### config.mk
export PLATFORM = sky130hd
export DESIGN_NAME = pcs_pll_ctrl
export DESIGN_NICKNAME = d
export VERILOG_FILES = /design/src/logic/pcs_pkg.sv /design/src/logic/pcs_pll_ctrl.sv
export SDC_FILE = /design/constraint.sdc
export NUM_CORES = 1
export LEC_CHECK = 0
export BUFFER_PORTS_ARGS = -buffer_cell sky130_fd_sc_hd__buf_2
export CORE_ASPECT_RATIO = 1.2
export CORE_UTILIZATION = 49
export CTS_CLUSTER_DIAMETER = 60
export CTS_CLUSTER_SIZE = 24
export DETAILED_ROUTE_END_ITERATION = 8
export PLACE_DENSITY = 0.85
export RECOVER_POWER = 100
export SETUP_SLACK_MARGIN = 0.05
export SYNTH_ARGS = -nofsm -noshare
export SYNTH_HDL_FRONTEND = slang
export SYNTH_SLANG_ARGS = --single-unit
### constraint.sdc
create_clock -name mclk -period 1.95 [get_ports mclk]
set_input_delay 0.39 -clock mclk [delete_from_list [all_inputs] [get_ports mclk]]
set_output_delay 0.39 -clock mclk [all_outputs]
set_load 0.01 [all_outputs]
### src/logic/pcs_pkg.sv
package pcs_pkg;

  // ****************************************************************
  // register indices (byte address is four times the index)
  // ****************************************************************
  localparam logic [7:0] IDX_PLL_CONTROL = 8'h36;
  localparam logic [7:0] IDX_PLL_BANDWIDTH_CONTROL = 8'h37;
  localparam logic [7:0] IDX_FEEDBACK_MULTIPLIER_HIGH = 8'h38;
  localparam logic [7:0] IDX_FEEDBACK_MULTIPLIER_LOW = 8'h39;

  // ****************************************************************
  // field positions
  // ****************************************************************
  // pll_control
  localparam int CTL_IRQ_EN_POS = 7;
  localparam int CTL_FLAG_POS = 6;
  localparam int CTL_LOOP_EN_POS = 5;
  localparam int CTL_BCS_POS = 4;
  localparam int CTL_PRE_LSB = 2;
  localparam int CTL_VPR_LSB = 0;
  // pll_bandwidth_control
  localparam int BWC_AUTO_POS = 7;
  localparam int BWC_LOCK_POS = 6;
  localparam int BWC_ACQ_POS = 5;
  // feedback multiplier split
  localparam int MULT_HIGH_W = 4;

  // ****************************************************************
  // reset values and zero-multiplier substitute
  // ****************************************************************
  localparam logic RST_LOOP_ENABLE = 1'b1;
  localparam logic [11:0] RST_FEEDBACK_MULT = 12'h040;
  localparam logic [11:0] MULT_ZERO_SUBST = 12'h001;

  // ****************************************************************
  // timing counts
  // ****************************************************************
  // source edges to wait on each clock before the base clock switches
  localparam logic [1:0] SWITCH_EDGES = 2'h3;

  // ****************************************************************
  // configuration carried to the analog loop
  // ****************************************************************
  typedef struct packed {
    logic loopEnable;
    logic [1:0] prescaleExp;
    logic [1:0] vcoRangeExp;
    logic autoMode;
    logic manualTrack;
    logic [11:0] feedbackMult;
  } pcs_loop_cfg_t;

endpackage

### src/logic/pcs_pll_ctrl.sv
`timescale 1ns/1ps
// What this block does
// - lock irq only when enable set, auto-gated
// - flag sets on every lock toggle in auto mode
// - flag reads zero in manual mode
// - any control register read clears flag, unless a lock toggle sets it that cycle
// - loop enable cannot clear while bcs set
// - reset: loop enabled, bcs clear
// - bcs picks vco or crystal, halved
// - bcs cannot set while loop off
// - switch within three edges each, output static
// - prescaler exponent locked while loop on
// - vco range exponent locked while loop on
// - auto bit selects bandwidth mode, reset manual
// - lock bit reads status in auto, else zero
// - track bit: status in auto, forced in manual
// - manual track value kept during auto
// - twelve-bit multiplier, zero behaves as one
// - multiplier resets to sixty-four
// - multiplier writes blocked while loop on
// - high multiplier upper nibble reads zero
module pcs_pll_ctrl
  import pcs_pkg::*;
#(
  parameter int ADDR_W = 12
)
(
  // clock, reset, enable
  input wire logic mclk,
  input wire logic rst_n,
  input wire logic clkEn,
  // apb slave
  input wire logic psel,
  input wire logic penable,
  input wire logic pwrite,
  input wire logic [ADDR_W-1:0] paddr,
  input wire logic [31:0] pwdata,
  input wire logic [3:0] pstrb,
  output logic [31:0] prdata,
  output logic pready,
  output logic pslverr,
  // analog loop side
  input wire logic pllLocked,
  input wire logic pllTracking,
  input wire logic crystalClock,
  input wire logic vcoClock,
  output pcs_loop_cfg_t loopCfg,
  output logic baseClockOut,
  output logic lockChangeIrq
);

  // ****************************************************************
  // parameter check
  // ****************************************************************
  // any eight-bit index times four must fit the address bus
  if (ADDR_W < 10)
  begin : gBadAddr
    $error("pcs_pll_ctrl: ADDR_W must be at least 10");
  end

  // ****************************************************************
  // decode helpers
  // ****************************************************************
  // byte address of a register index
  function automatic logic [ADDR_W-1:0] regAddr(input logic [7:0] idx);
    regAddr = ADDR_W'({idx, 2'b00});
  endfunction

  // ****************************************************************
  // register state
  // ****************************************************************
  logic irqEnable_reg; // lock-change interrupt enable
  logic lockFlag_reg; // sticky lock-change flag
  logic loopEnable_reg; // loop on
  logic baseSel_reg; // base clock select, 1 = vco
  logic [1:0] prescale_reg; // prescaler exponent
  logic [1:0] vcoRange_reg; // vco range exponent
  logic autoMode_reg; // automatic bandwidth
  logic acqManual_reg; // hidden manual track value
  logic lockSeen_reg; // lock indicator as seen in auto mode
  logic [11:0] mult_reg; // feedback multiplier
  logic [31:0] rdData_next; // read mux

  // bus phases
  logic accessCyc;
  logic wrDone;
  logic rdDone;
  logic hitCtl;
  logic hitBwc;
  logic hitHigh;
  logic hitLow;
  logic hitAny;
  logic laneLow;
  logic [7:0] wrByte;

  assign accessCyc = psel & penable;
  // writes and reads take effect at the edge where pready is sampled high
  assign wrDone = accessCyc & pready & pwrite;
  assign rdDone = accessCyc & pready & ~pwrite;
  assign laneLow = pstrb[0];
  assign wrByte = pwdata[7:0];

  // address decode
  always_comb
  begin
    hitCtl = 1'b0;
    hitBwc = 1'b0;
    hitHigh = 1'b0;
    hitLow = 1'b0;
    if (paddr == regAddr(IDX_PLL_CONTROL))
      hitCtl = 1'b1;
    else if (paddr == regAddr(IDX_PLL_BANDWIDTH_CONTROL))
      hitBwc = 1'b1;
    else if (paddr == regAddr(IDX_FEEDBACK_MULTIPLIER_HIGH))
      hitHigh = 1'b1;
    else if (paddr == regAddr(IDX_FEEDBACK_MULTIPLIER_LOW))
      hitLow = 1'b1;
  end
  assign hitAny = hitCtl | hitBwc | hitHigh | hitLow;

  // ****************************************************************
  // apb handshake
  // ****************************************************************
  // one wait state so read data and pready come straight from flops
  always_ff @(posedge mclk or negedge rst_n)
  begin
    if (!rst_n)
    begin
      pready <= 1'b0;
      pslverr <= 1'b0;
      prdata <= 32'h0000_0000;
    end
    else if (clkEn)
    begin
      pready <= accessCyc & ~pready;
      // unmapped addresses answer with an error and zero data
      pslverr <= accessCyc & ~pready & ~hitAny;
      prdata <= rdData_next;
    end
  end

  // read mux, reserved and unimplemented bits as zero
  always_comb
  begin
    rdData_next = 32'h0000_0000;
    if (hitCtl)
    begin
      rdData_next[CTL_IRQ_EN_POS] = irqEnable_reg & autoMode_reg;
      rdData_next[CTL_FLAG_POS] = lockFlag_reg & autoMode_reg;
      rdData_next[CTL_LOOP_EN_POS] = loopEnable_reg;
      rdData_next[CTL_BCS_POS] = baseSel_reg;
      rdData_next[CTL_PRE_LSB +: 2] = prescale_reg;
      rdData_next[CTL_VPR_LSB +: 2] = vcoRange_reg;
    end
    else if (hitBwc)
    begin
      rdData_next[BWC_AUTO_POS] = autoMode_reg;
      rdData_next[BWC_LOCK_POS] = lockSeen_reg & autoMode_reg;
      // status in auto, stored value in manual
      rdData_next[BWC_ACQ_POS] = autoMode_reg ? pllTracking : acqManual_reg;
    end
    else if (hitHigh)
      rdData_next[MULT_HIGH_W-1:0] = mult_reg[11:8];
    else if (hitLow)
      rdData_next[7:0] = mult_reg[7:0];
  end

  // ****************************************************************
  // pll control register
  // ****************************************************************
  // interrupt enable, only writable in auto mode
  always_ff @(posedge mclk or negedge rst_n)
  begin
    if (!rst_n)
      irqEnable_reg <= 1'b0;
    else if (clkEn)
    begin
      if (!autoMode_reg)
        irqEnable_reg <= 1'b0;
      else if (wrDone && hitCtl && laneLow)
        irqEnable_reg <= wrByte[CTL_IRQ_EN_POS];
    end
  end

  // loop enable and base select interlock: each checks the other's
  // current value, so one write can clear loop enable and set bcs together
  always_ff @(posedge mclk or negedge rst_n)
  begin
    if (!rst_n)
    begin
      loopEnable_reg <= RST_LOOP_ENABLE;
      baseSel_reg <= 1'b0;
    end
    else if (clkEn && wrDone && hitCtl && laneLow)
    begin
      if (!baseSel_reg)
        loopEnable_reg <= wrByte[CTL_LOOP_EN_POS];
      if (loopEnable_reg || !wrByte[CTL_BCS_POS])
        baseSel_reg <= wrByte[CTL_BCS_POS];
    end
  end

  // exponent fields, frozen while the loop runs
  always_ff @(posedge mclk or negedge rst_n)
  begin
    if (!rst_n)
    begin
      prescale_reg <= 2'h0;
      vcoRange_reg <= 2'h0;
    end
    else if (clkEn && wrDone && hitCtl && laneLow && !loopEnable_reg)
    begin
      prescale_reg <= wrByte[CTL_PRE_LSB +: 2];
      vcoRange_reg <= wrByte[CTL_VPR_LSB +: 2];
    end
  end

  // lock history and sticky flag
  always_ff @(posedge mclk or negedge rst_n)
  begin
    if (!rst_n)
    begin
      lockSeen_reg <= 1'b0;
      lockFlag_reg <= 1'b0;
    end
    else if (clkEn)
    begin
      lockSeen_reg <= pllLocked & autoMode_reg;
      // set on toggle, wins over read clear
      if (autoMode_reg && (pllLocked != lockSeen_reg))
        lockFlag_reg <= 1'b1;
      else if (rdDone && hitCtl)
        lockFlag_reg <= 1'b0;
      else if (!autoMode_reg)
        lockFlag_reg <= 1'b0;
    end
  end

  // ****************************************************************
  // bandwidth control register
  // ****************************************************************
  // auto bit and hidden manual track value
  always_ff @(posedge mclk or negedge rst_n)
  begin
    if (!rst_n)
    begin
      autoMode_reg <= 1'b0;
      acqManual_reg <= 1'b0;
    end
    else if (clkEn && wrDone && hitBwc && laneLow)
    begin
      autoMode_reg <= wrByte[BWC_AUTO_POS];
      if (!autoMode_reg)
        acqManual_reg <= wrByte[BWC_ACQ_POS];
    end
  end

  // ****************************************************************
  // feedback multiplier
  // ****************************************************************
  always_ff @(posedge mclk or negedge rst_n)
  begin
    if (!rst_n)
      mult_reg <= RST_FEEDBACK_MULT;
    else if (clkEn && wrDone && laneLow && !loopEnable_reg)
    begin
      if (hitHigh)
        mult_reg[11:8] <= wrByte[MULT_HIGH_W-1:0];
      else if (hitLow)
        mult_reg[7:0] <= wrByte;
    end
  end

  // ****************************************************************
  // outputs to the analog loop and interrupt
  // ****************************************************************
  always_ff @(posedge mclk or negedge rst_n)
  begin
    if (!rst_n)
    begin
      loopCfg <= '0;
      lockChangeIrq <= 1'b0;
    end
    else if (clkEn)
    begin
      loopCfg.loopEnable <= loopEnable_reg;
      loopCfg.prescaleExp <= prescale_reg;
      loopCfg.vcoRangeExp <= vcoRange_reg;
      loopCfg.autoMode <= autoMode_reg;
      loopCfg.manualTrack <= acqManual_reg;
      loopCfg.feedbackMult <= (mult_reg == 12'h000) ? MULT_ZERO_SUBST : mult_reg;
      // request needs flag, enable and auto
      lockChangeIrq <= lockFlag_reg & irqEnable_reg & autoMode_reg;
    end
  end

  // ****************************************************************
  // base clock selector
  // ****************************************************************
  // source clocks are sampled as plain inputs; rising edges found here
  logic xtalPrev_reg;
  logic vcoPrev_reg;
  logic xtalRise;
  logic vcoRise;
  logic activeSel_reg; // source currently driving the output
  logic [1:0] xtalCnt_reg; // crystal edges seen during a switch
  logic [1:0] vcoCnt_reg; // vco edges seen during a switch
  logic switching;
  logic srcRise;

  assign xtalRise = crystalClock & ~xtalPrev_reg;
  assign vcoRise = vcoClock & ~vcoPrev_reg;
  assign switching = activeSel_reg != baseSel_reg;
  assign srcRise = activeSel_reg ? vcoRise : xtalRise;

  // edge history
  always_ff @(posedge mclk or negedge rst_n)
  begin
    if (!rst_n)
    begin
      xtalPrev_reg <= 1'b0;
      vcoPrev_reg <= 1'b0;
    end
    else if (clkEn)
    begin
      xtalPrev_reg <= crystalClock;
      vcoPrev_reg <= vcoClock;
    end
  end

  // switch sequencer: output frozen until both sources showed three
  // edges (a stopped vco counts every cycle), trading a few cycles of latency for a glitch-free change
  always_ff @(posedge mclk or negedge rst_n)
  begin
    if (!rst_n)
    begin
      activeSel_reg <= 1'b0;
      xtalCnt_reg <= 2'h0;
      vcoCnt_reg <= 2'h0;
    end
    else if (clkEn)
    begin
      if (!switching)
      begin
        xtalCnt_reg <= 2'h0;
        vcoCnt_reg <= 2'h0;
      end
      else if (xtalCnt_reg == SWITCH_EDGES && vcoCnt_reg == SWITCH_EDGES)
        activeSel_reg <= baseSel_reg;
      else
      begin
        if (xtalRise && xtalCnt_reg != SWITCH_EDGES)
          xtalCnt_reg <= xtalCnt_reg + 2'h1;
        // a stopped vco counts as settled, or a switch back would hang
        if ((vcoRise || !loopEnable_reg) && vcoCnt_reg != SWITCH_EDGES)
          vcoCnt_reg <= vcoCnt_reg + 2'h1;
      end
    end
  end

  // halved output, held static while switching
  always_ff @(posedge mclk or negedge rst_n)
  begin
    if (!rst_n)
      baseClockOut <= 1'b0;
    else if (clkEn && !switching && srcRise)
      baseClockOut <= ~baseClockOut;
  end

endmodule

# Word level (Yosys, flattened, before mapping)
# Cells that the tools add are included.
# Widths: inputs -> output; s select.
# word_totals
input_bits,58
register_bits,61
out_inout_bits,55
# classes
muxes,30
bitwise_logic,26
n_addsub,2
n_eq_ne,15
n_reduce_logical,33
# op_table
operator,count
$eq 12x8->1 const B,4
$logic_and 1x1->1,17
$mux 1,17
$mux 8,2
$and 1x1->1,14
$logic_not 12->1,1
$mux 12,1
$mux 2,6
$reduce_and 2->1,6
$reduce_and 3->1,4
$not 1->1,9
$mux 4,2
$ne 2x1->1 const B,3
$ne 2x2->1 const B,3
$mux 5,1
$add 2x1->2 const B,2
$eq 2x2->1 const B,2
$logic_not 1->1,3
$mux 3,1
$ne 3x1->1 const B,1
$or 1x1->1,3
$logic_or 1x1->1,2
$ne 1x1->1,2

# Depth between registers and ports, before layout
# Gate-level depths: netlist of run 1.
# depth
depth_word,9
depth_mapped,6
depth_no_buf,5

# Worst setup path before layout of run 1
# No wires, ideal clock.
# synth_timing
path_kind,input -> register
startpoint,in paddr[9]
endpoint,reg mult_reg[0]
path_stages,4
arrival_ps,1674
t_required_ps,1825
path_buffers,0
slack_ps,151
setup_ps,125
cell_sequence,nor4_4 > nand2_2 > nor4_4 > mux2_2
# synth_between
elab_chain_len,6
# synth_lines
element,line,text
start: declaration,pcs_pll_ctrl.sv:36,"input wire logic [ADDR_W-1:0] paddr,"
"$eq 12x8->1, on equally long branches","pcs_pll_ctrl.sv:116, pcs_pll_ctrl.sv:114",
"$mux 1, on equally long branches","pcs_pll_ctrl.sv:116, pcs_pll_ctrl.sv:114",
"$mux 1, on equally long branches","pcs_pll_ctrl.sv:114, pcs_pll_ctrl.sv:112",
"$mux 1, on equally long branches","pcs_pll_ctrl.sv:112, pcs_pll_ctrl.sv:110",
$mux 1 / $not 1->1 (equally long branches),-,
$reduce_and 3->1 (no source line) (*),-,
end signal: assignment,pcs_pll_ctrl.sv:270,mult_reg[7:0] <= wrByte;
end: declaration,pcs_pll_ctrl.sv:81,logic [11:0] mult_reg;
# Every way passes the cells marked *; elsewhere a longest branch is shown, timed or not.
# A chain may end at the register's enable or synchronous reset.

# Worst setup path in the final report of run 1
# layout_timing
startpoint,in paddr[9]
endpoint,reg mult_reg[8]
# layout_between
elab_chain_len,5
# layout_lines
element,line,text
$eq 12x8->1,pcs_pll_ctrl.sv:114,else if (paddr == regAddr(IDX_FEEDBACK_MULTIPLIER_HIGH))
$mux 1,pcs_pll_ctrl.sv:114,
$mux 1,pcs_pll_ctrl.sv:112,else if (paddr == regAddr(IDX_PLL_BANDWIDTH_CONTROL))
$mux 1 (*),pcs_pll_ctrl.sv:110,if (paddr == regAddr(IDX_PLL_CONTROL))
$reduce_and 2->1 (no source line) (*),-,
end signal: assignment,pcs_pll_ctrl.sv:268,mult_reg[11:8] <= wrByte[MULT_HIGH_W-1:0];
# Marked as above.

==> results of run 1 <==
layout by cell type (no fill, tap or decap), types with 3 or more instances in the layout:
master | Yosys | layout
sky130_fd_sc_hd__a22oi_1 | 3 | 3
sky130_fd_sc_hd__buf_2 | 2 | 28
sky130_fd_sc_hd__buf_4 | 24 | 6
sky130_fd_sc_hd__clkbuf_1 | 9 | 35
sky130_fd_sc_hd__clkbuf_2 | 0 | 3
sky130_fd_sc_hd__clkbuf_8 | 0 | 9
sky130_fd_sc_hd__conb_1 | 1 | 24
sky130_fd_sc_hd__dfrtp_1 | 59 | 59
sky130_fd_sc_hd__inv_1 | 17 | 17
sky130_fd_sc_hd__mux2_2 | 40 | 40
sky130_fd_sc_hd__mux2i_1 | 4 | 4
sky130_fd_sc_hd__nand2_1 | 9 | 9
sky130_fd_sc_hd__nand2b_1 | 3 | 3
sky130_fd_sc_hd__nand3_1 | 12 | 12
sky130_fd_sc_hd__nand4_1 | 3 | 3
sky130_fd_sc_hd__nor2_1 | 4 | 4
sky130_fd_sc_hd__nor3_1 | 4 | 4
sky130_fd_sc_hd__nor4_1 | 3 | 4
sky130_fd_sc_hd__o21ai_0 | 11 | 11
sky130_fd_sc_hd__o221ai_1 | 3 | 3
sky130_fd_sc_hd__o22ai_1 | 6 | 6
sky130_fd_sc_hd__or2_2 | 3 | 3
critical path, cell delays in order:
cell and delay (ns):
sky130_fd_sc_hd__clkbuf_1 0.09, sky130_fd_sc_hd__nor4_4 0.42, sky130_fd_sc_hd__nand4_1 0.21, sky130_fd_sc_hd__nor4_1 0.27, sky130_fd_sc_hd__clkbuf_2 0.24, sky130_fd_sc_hd__mux2_2 0.35
where the power goes:
| group | total, mW | switching [mW] | internal [mW] |
|---|---|---|---|
| sequential | 1.30 | 0.0141 | 1.28 |
| combinational | 0.180 | 0.118 | 0.0620 |
| clock | 1.13 | 0.533 | 0.593 |
kinds of logic (layout without fill, tap and decap cells):
kind of cell	Yosys count	after routing	synth area share, %
compound gates	34	34	7.328
buf+inv	52	105	9.575
simple gates	61	61	13.78
fa+ha+maj	2	2	0.8325
xor+xnor	4	4	1.166
flops	61	61	50.87
mux	44	44	16.32
other cells	1	24	0.1248
Yosys cell counts (3+ instances only):
library cell                n
sky130_fd_sc_hd__dfrtp_1   59
sky130_fd_sc_hd__mux2_2    40
sky130_fd_sc_hd__buf_4     24
sky130_fd_sc_hd__inv_1     17
sky130_fd_sc_hd__nand3_1   12
sky130_fd_sc_hd__o21ai_0   11
sky130_fd_sc_hd__clkbuf_1   9
sky130_fd_sc_hd__nand2_1    9
sky130_fd_sc_hd__o22ai_1    6
sky130_fd_sc_hd__mux2i_1    4
sky130_fd_sc_hd__nor2_1     4
sky130_fd_sc_hd__nor3_1     4
sky130_fd_sc_hd__a22oi_1    3
sky130_fd_sc_hd__nand2b_1   3
sky130_fd_sc_hd__nand4_1    3
sky130_fd_sc_hd__nor4_1     3
sky130_fd_sc_hd__nor4_4     3
sky130_fd_sc_hd__o221ai_1   3
sky130_fd_sc_hd__or2_2      3
final timing paths:
path                            depth (start not counted)                   endpoint               startpoint
min in group asynchronous                               2  activeSel_reg$_DFFE_PN0P_                    rst_n
worst min-delay path                                    2    mult_reg[6]$_DFFE_PN1P_                pwdata[6]
worst max-delay path                                    6    mult_reg[8]$_DFFE_PN0P_                 paddr[9]
max in group asynchronous                               2  irqEnable_reg$_DFFE_PN0P_                    rst_n
worst min register to register                          1    vcoPrev_reg$_DFFE_PN0P_  vcoPrev_reg$_DFFE_PN0P_
worst max register to register                          5    mult_reg[3]$_DFFE_PN0P_       pready$_DFFE_PN0P_
layout make-up:
type                            count  share of cell area, %
Tap cell                           80                  2.875
Timing Repair Buffer               72                  9.522
Clock inverter                      7                  2.120
Sequential cell                    61                  43.91
Clock buffer                        9                  3.557
Inverter                           17                  1.833
Multi-Input combinational cell    169                  36.18
per-layer routing:
| metal | share of wire, % | GRT usage, % |
|---|---|---|
| met5 | 0 | 0 |
| met4 | 2.8 | 12.59 |
| met3 | 5.2 | 4.373 |
| met2 | 49 | 33.78 |
| met1 | 43 | 27.58 |
metrics by stage:
stage	setup WS (ns)	setup TNS, ns	area [sq um]	hold WS, ns	total power [mW]
after global routing	0.08614	0	3482	0.2691	2.696
after detailed placement	-0.06953	-0.6661	3368	0.4238	1.512
after floorplan	0.1513	0	3092	0.09441	1.444
after global placement	-0.02749	-0.2392	3368	0.4147	1.503
after CTS	0.2202	0	3566	0.05693	2.622
final	0.1973	0	3482	0.2738	2.603
==> run summary, run 1 <==
Of the synthesized area, sequential elements account for 50.87%. The combined area of the multi-input logic cells is 1260 sq um. The share of flip-flops with an asynchronous set or reset after synthesis is 100.0%. In this run the cell area of the synthesized design comes to 3005 sq um.

The shortest period the worst path allows came out at 1.753 ns. The register bit total from synthesis is 61. The register with the most flip-flops in the layout has 19 of them. The total count of hold-check failures in the final report is 0. The weighted congestion at the end of routability-driven global placement is 0.8855. The final cycle utilization of the critical path is between 80% and 90%. The antenna cell count is 0.

The count of filler cells inserted in the layout came out at 489. The number of rows in the core area is 30. The HPWL reported at the end of detailed placement came out at ~4600 um. The power density over cell area came out at 747.5 nW/um^2. The count of synthesis-stage warnings from yosys came out at 0.

The number of hold buffers added after cts is 0. CTS saw 61 sinks. The cell count after synthesis came out at 259.

The flip-flop cell with the highest count after synthesis is sky130_fd_sc_hd__dfrtp_1. The setup clock skew after layout came out at 0.009120 ns. In the final routed layout, each cell accounts on average for 15.31 um. The routed design has about 6400 um of wire.

The remaining antenna violation count after routing is 0. sky130_fd_sc_hd__dfrtp_1 takes more of the synthesized area than any other cell. The worst setup slack for register-to-register paths came out at 0.22 ns. At the pin with the least slew margin, the transition time is between 1 and 1.5 ns. The vertical die dimension is 87.79 um. The CTS buffer count came out at 9. The detail-routed via count per cell came out at roughly 5.2. The iteration-0 DRC count of the detailed router came out at 135.

In the post-synthesis netlist, the biggest area contributors are sky130_fd_sc_hd__dfrtp_1, sky130_fd_sc_hd__mux2_2, sky130_fd_sc_hd__buf_4, sky130_fd_sc_hd__inv_1, sky130_fd_sc_hd__nor4_4. The first detailed-routing pass ran for 4 iterations. STA classifies the critical path endpoint as a register. The count of input and output buffers came out at 61. The number of enable-type register cells in the synthesized netlist came out at 0. The post-CTS resize count is 0. Compared with the post-synthesis result, the final layout area differs by 15.86%.

The number of unique standard cell types used by synthesis is 48. Setup repair after global routing left no endpoint under its margin. The via count of the first global-routing pass came out at 2107.

The arrival time at the worst endpoint came out at 1.99 ns. The run finished with clean final reports. The final number of max-transition violations came out at 0. The non-filler instance count after layout came out at 415. The clock tree buffer depth came out at 2.

The tree is rooted in a sky130_fd_sc_hd__clkbuf_8. Setup violations remaining at the end of the flow were counted as 0. The path type of the worst setup path is in2reg. The number of buffers inserted to repair setup after CTS is 0. The effective utilization at floorplan came out at 51.99%.

In the final design database the tool counted between 300 and 400 nets. The storage element area is around 1500 sq um. The clock network latency to the later pin of the worst-skew pair came out at 0.34 ns. TritonCTS built the clock tree. The die outline area came out at ~6500 sq um. The placed cell count came out at 399. The aggregate global routing overflow is 0. The peak supply drop came out at 0.0005455 V. The post-synthesis area per instance is roughly 12 sq um.

STA classifies the critical path startpoint as an input pin. The maximum operating frequency came out at 570.6 MHz. The die is 73.49 um wide. The share of post-route cells with drive strength above 1 came out at 31.34%. The utilization after layout is about three fifths. The routed via count is 2154. The global router's overall resource usage came out at 21.52%.

Along the worst path, the maximum fanout reaches 5. The share of Yosys cell area claimed by the top area cell type is 49.13%. The clock transition at the registers of the reported paths came out at 0.08 ns.

The standby leakage power is 1.626 nW. The number of placed I/O pins is 113. The maximum number of pins on one net before global-route repair came out at 62. CTS built an H-tree with a depth of 3. For this run, design rule violations remaining after detail routing come to 0. The normalized max-slew margin came out at 3.387%.

The core footprint came out at 5781 sq um. The number of maximum-capacitance violations is 0. The number of antenna violations at the first check in global routing is 0. The global-route wire length before repair came out at 10220 um.

The type of the worst min-delay path is in2reg. The worst endpoint required time came out at 2.18 ns.
Note: power is estimated with default switching activity, not from simulation.
==> run 2, diff against run 1 <==
GPL_TIMING_DRIVEN = 0   (was unset)
==> run summary, run 2 (synthesis results as in run 1) <==
The detailed-route wire length per cell came to 15.06 um (-1.6%). The flow ran to the end, and the final reports show no timing, DRC or antenna violations. The number of hold buffers added after cts came out at 0 (unchanged). The clock transition at the registers of the reported paths is 0.07 ns (about the same).

The total power draw came out at 2.766 mW (+6.3%). The shortest period the worst path allows came out at 1.823 ns (+0.06990 ns). The number of placed I/O pins came out at 113 (unchanged). The HPWL reported at the end of detailed placement came out at 4872 um (+6.5%). The cell type group with the largest total delay on the critical path is simple AND/OR/NAND/NOR gates.

CTS placed an instance of sky130_fd_sc_hd__clkbuf_8 at the clock tree root. The combinational cell fraction of total power was 8.0% (+1.1 points). The smallest hold slack came to 0.2767 ns (+0.002926 ns).

The vertical die dimension came out at 87.79 um (unchanged). The setup clock skew after layout is 0.007451 ns (-0.001668 ns). The worst hold path belongs to the class in2reg. The weighted congestion at the end of routability-driven global placement is 0.8399 (-5.1%).

The total buffers and inverters traversed by the critical path is 1 (-1). The final count of negative-setup-slack endpoints is 0 (unchanged). The worst endpoint required time came to 2.17 ns (about the same).

The delay of the slowest cell on the worst path came out at 0.43 ns (about the same). The core footprint came out at 5781 sq um (unchanged). The arrival time at the worst endpoint is 2.05 ns (+0.06 ns). The clock tree buffer depth is 2 (unchanged).

The routed via count is 2287 (+6.2%). The peak supply drop is 0.0004901 V (-10%). The normalized max-slew margin came out at 1.372% (-2.0 points). The detail-routed via count per cell came out at 5.198 (+0.14%).

The category of the worst setup path launch point is an input pin. Setup repair after global routing left no endpoint under its margin. The nature of the critical path endpoint is a register. The clock tree from TritonCTS is yes. Walking the worst path, the cells encountered are clkbuf_1, nor3b_4, nand4_1, nor4_4, mux2_2. The library cell used most frequently in the layout, excluding fill and tap cells, is sky130_fd_sc_hd__dfrtp_1. The count of input and output buffers is 60 (-1.6%).

The net count reported at finish came to 415 (+6.4%). The final number of max-transition violations is 0 (unchanged). The aggregate global routing overflow is 0 (unchanged). The transition time at the pin with the least slew margin was 1.479 ns (+0.03022 ns).

The wire length after detailed routing was 6625 um (+4.3%). In the layout the commonest cells are sky130_fd_sc_hd__dfrtp_1, sky130_fd_sc_hd__clkbuf_1, sky130_fd_sc_hd__mux2_2. The via count of the first global-routing pass is 2251 (+6.8%). The iteration-0 DRC count of the detailed router was 257 (+90%). By startpoint and endpoint, the worst setup path is classified as in2reg. The die outline area came to 6452 sq um (unchanged). The power share of the sequential group came out at 46.9% (-2.9 points). The first-pass iteration count of the detailed router came to 4 (unchanged).

The number of antenna violations at the first check in global routing came out at 0 (unchanged). The number of levels in the clock H-tree was 3 (unchanged). The global-route wire length before repair came out at 10830 um (+6.0%). The CTS buffer count came to 9 (unchanged). The clock net sink count came out at 61 (unchanged). The global router's overall resource usage came out at 22.70% (+1.2 points). The number of maximum-capacitance violations is 0 (unchanged). The net switching power of the design is 631.4 uW (-5.0%). The standby leakage power is 1.745 nW (+7.3%). The clock network latency to the later pin of the worst-skew pair came out at 0.34 ns (about the same). The cell with the largest stage delay on the worst path is sky130_fd_sc_hd__nor3b_4. The flip-flop count of the largest register after layout is 19 (unchanged). The share of post-route cells with drive strength above 1 came out at 33.33% (+2.0 points). The remaining antenna violation count after routing came out at 0 (unchanged).

The DRC violation count after routing is 0 (unchanged). The final cycle utilization of the critical path is 93.47% (+3.6 points). The highest fanout seen on the critical path is 9 (+4). The maximum number of pins on one net before global-route repair came out at 62 (unchanged). The antenna cell count came out at 0 (unchanged).

The switching fraction of total power was 22.83% (-2.7 points). The horizontal extent of the die came out at 73.49 um (unchanged). The power density over cell area is 752.6 nW/um^2 (+0.69%).

The maximum operating frequency came out at 548.7 MHz (-3.8%). The total count of hold-check failures in the final report is 0 (unchanged). The count of filler cells inserted in the layout is 489 (unchanged). The cell-internal power is 2.134 mW (+10%). The clock share of power came out at 45.1% (+1.8 points).

The effective utilization at floorplan is 51.99% (unchanged). The number of rows in the core area was 30 (unchanged). Compared with the post-synthesis result, the final layout area differs by 22.27%.
## run 2: worst paths after layout
path	from	endpoint	slack [ns]	cells after the start
min in group asynchronous	rst_n	xtalPrev_reg$_DFFE_PN0P_	0.40	1
worst max register to register	pready$_DFFE_PN0P_	mult_reg[7]$_DFFE_PN0P_	0.17	6
worst max-delay path	paddr[4]	mult_reg[10]$_DFFE_PN0P_	0.13	5
worst min-delay path	pwdata[6]	mult_reg[6]$_DFFE_PN1P_	0.28	2
max in group asynchronous	rst_n	lockFlag_reg$_DFFE_PN0P_	0.65	1
worst min register to register	baseClockOut$_DFFE_PN0P_	baseClockOut$_DFFE_PN0P_	0.49	1
## run 2: what timing repair did
action                     in CTS  in global routing
pin swaps                       1                  0
resized for setup               0                  1
buffers inserted                1                  1
setup endpoints to repair       7                  8
## run 2: through the flow
step	std cells	area [sq um]	util [%]	setup WS, ns	setup TNS [ns]
2_1_floorplan	282	3092	-	0.1513	0
3_3_place_gp	422	3492	60.41	-0.2193	-2.235
3_5_place_dp	422	3492	60.41	-0.2628	-2.792
4_1_cts	439	3724	64.42	0.1021	0
5_1_grt	440	3675	63.57	0.06565	0
6_report	440	3675	63.57	0.1274	0
## run 2: layout make-up
class	instances	area, sq um	share of cell area [%]
timing repair buffer	62	274.0	7.457
sequential	61	1529	41.61
clock buffer	11	141.4	3.847
multi-input combinational	169	1261	34.32
buffer	35	222.7	6.061
inverter	17	63.81	1.736
clock inverter	5	82.58	2.247
tap	80	100.1	2.724
## run 2: routing by layer
metal  share of wire, %  wire, um  vias to the layer above  track usage [%]
li1                   -         -                     1061                -
met1                 40      2678                     1096            27.06
met2                 49      3246                      109            36.28
met3                6.9       455                       21            5.754
met4                3.7       245                        0            14.86
met5                  0         0                        -                0
## run 2: power groups by stage
stage               Combinational, mW  Sequential (mW)  Clock [mW]
floorplan                       0.118             1.33           0
global placement                0.216             1.32           0
detailed placement              0.223             1.32           0
CTS                             0.225             1.30        1.26
global route                    0.246             1.30        1.32
finish                          0.222             1.30        1.25
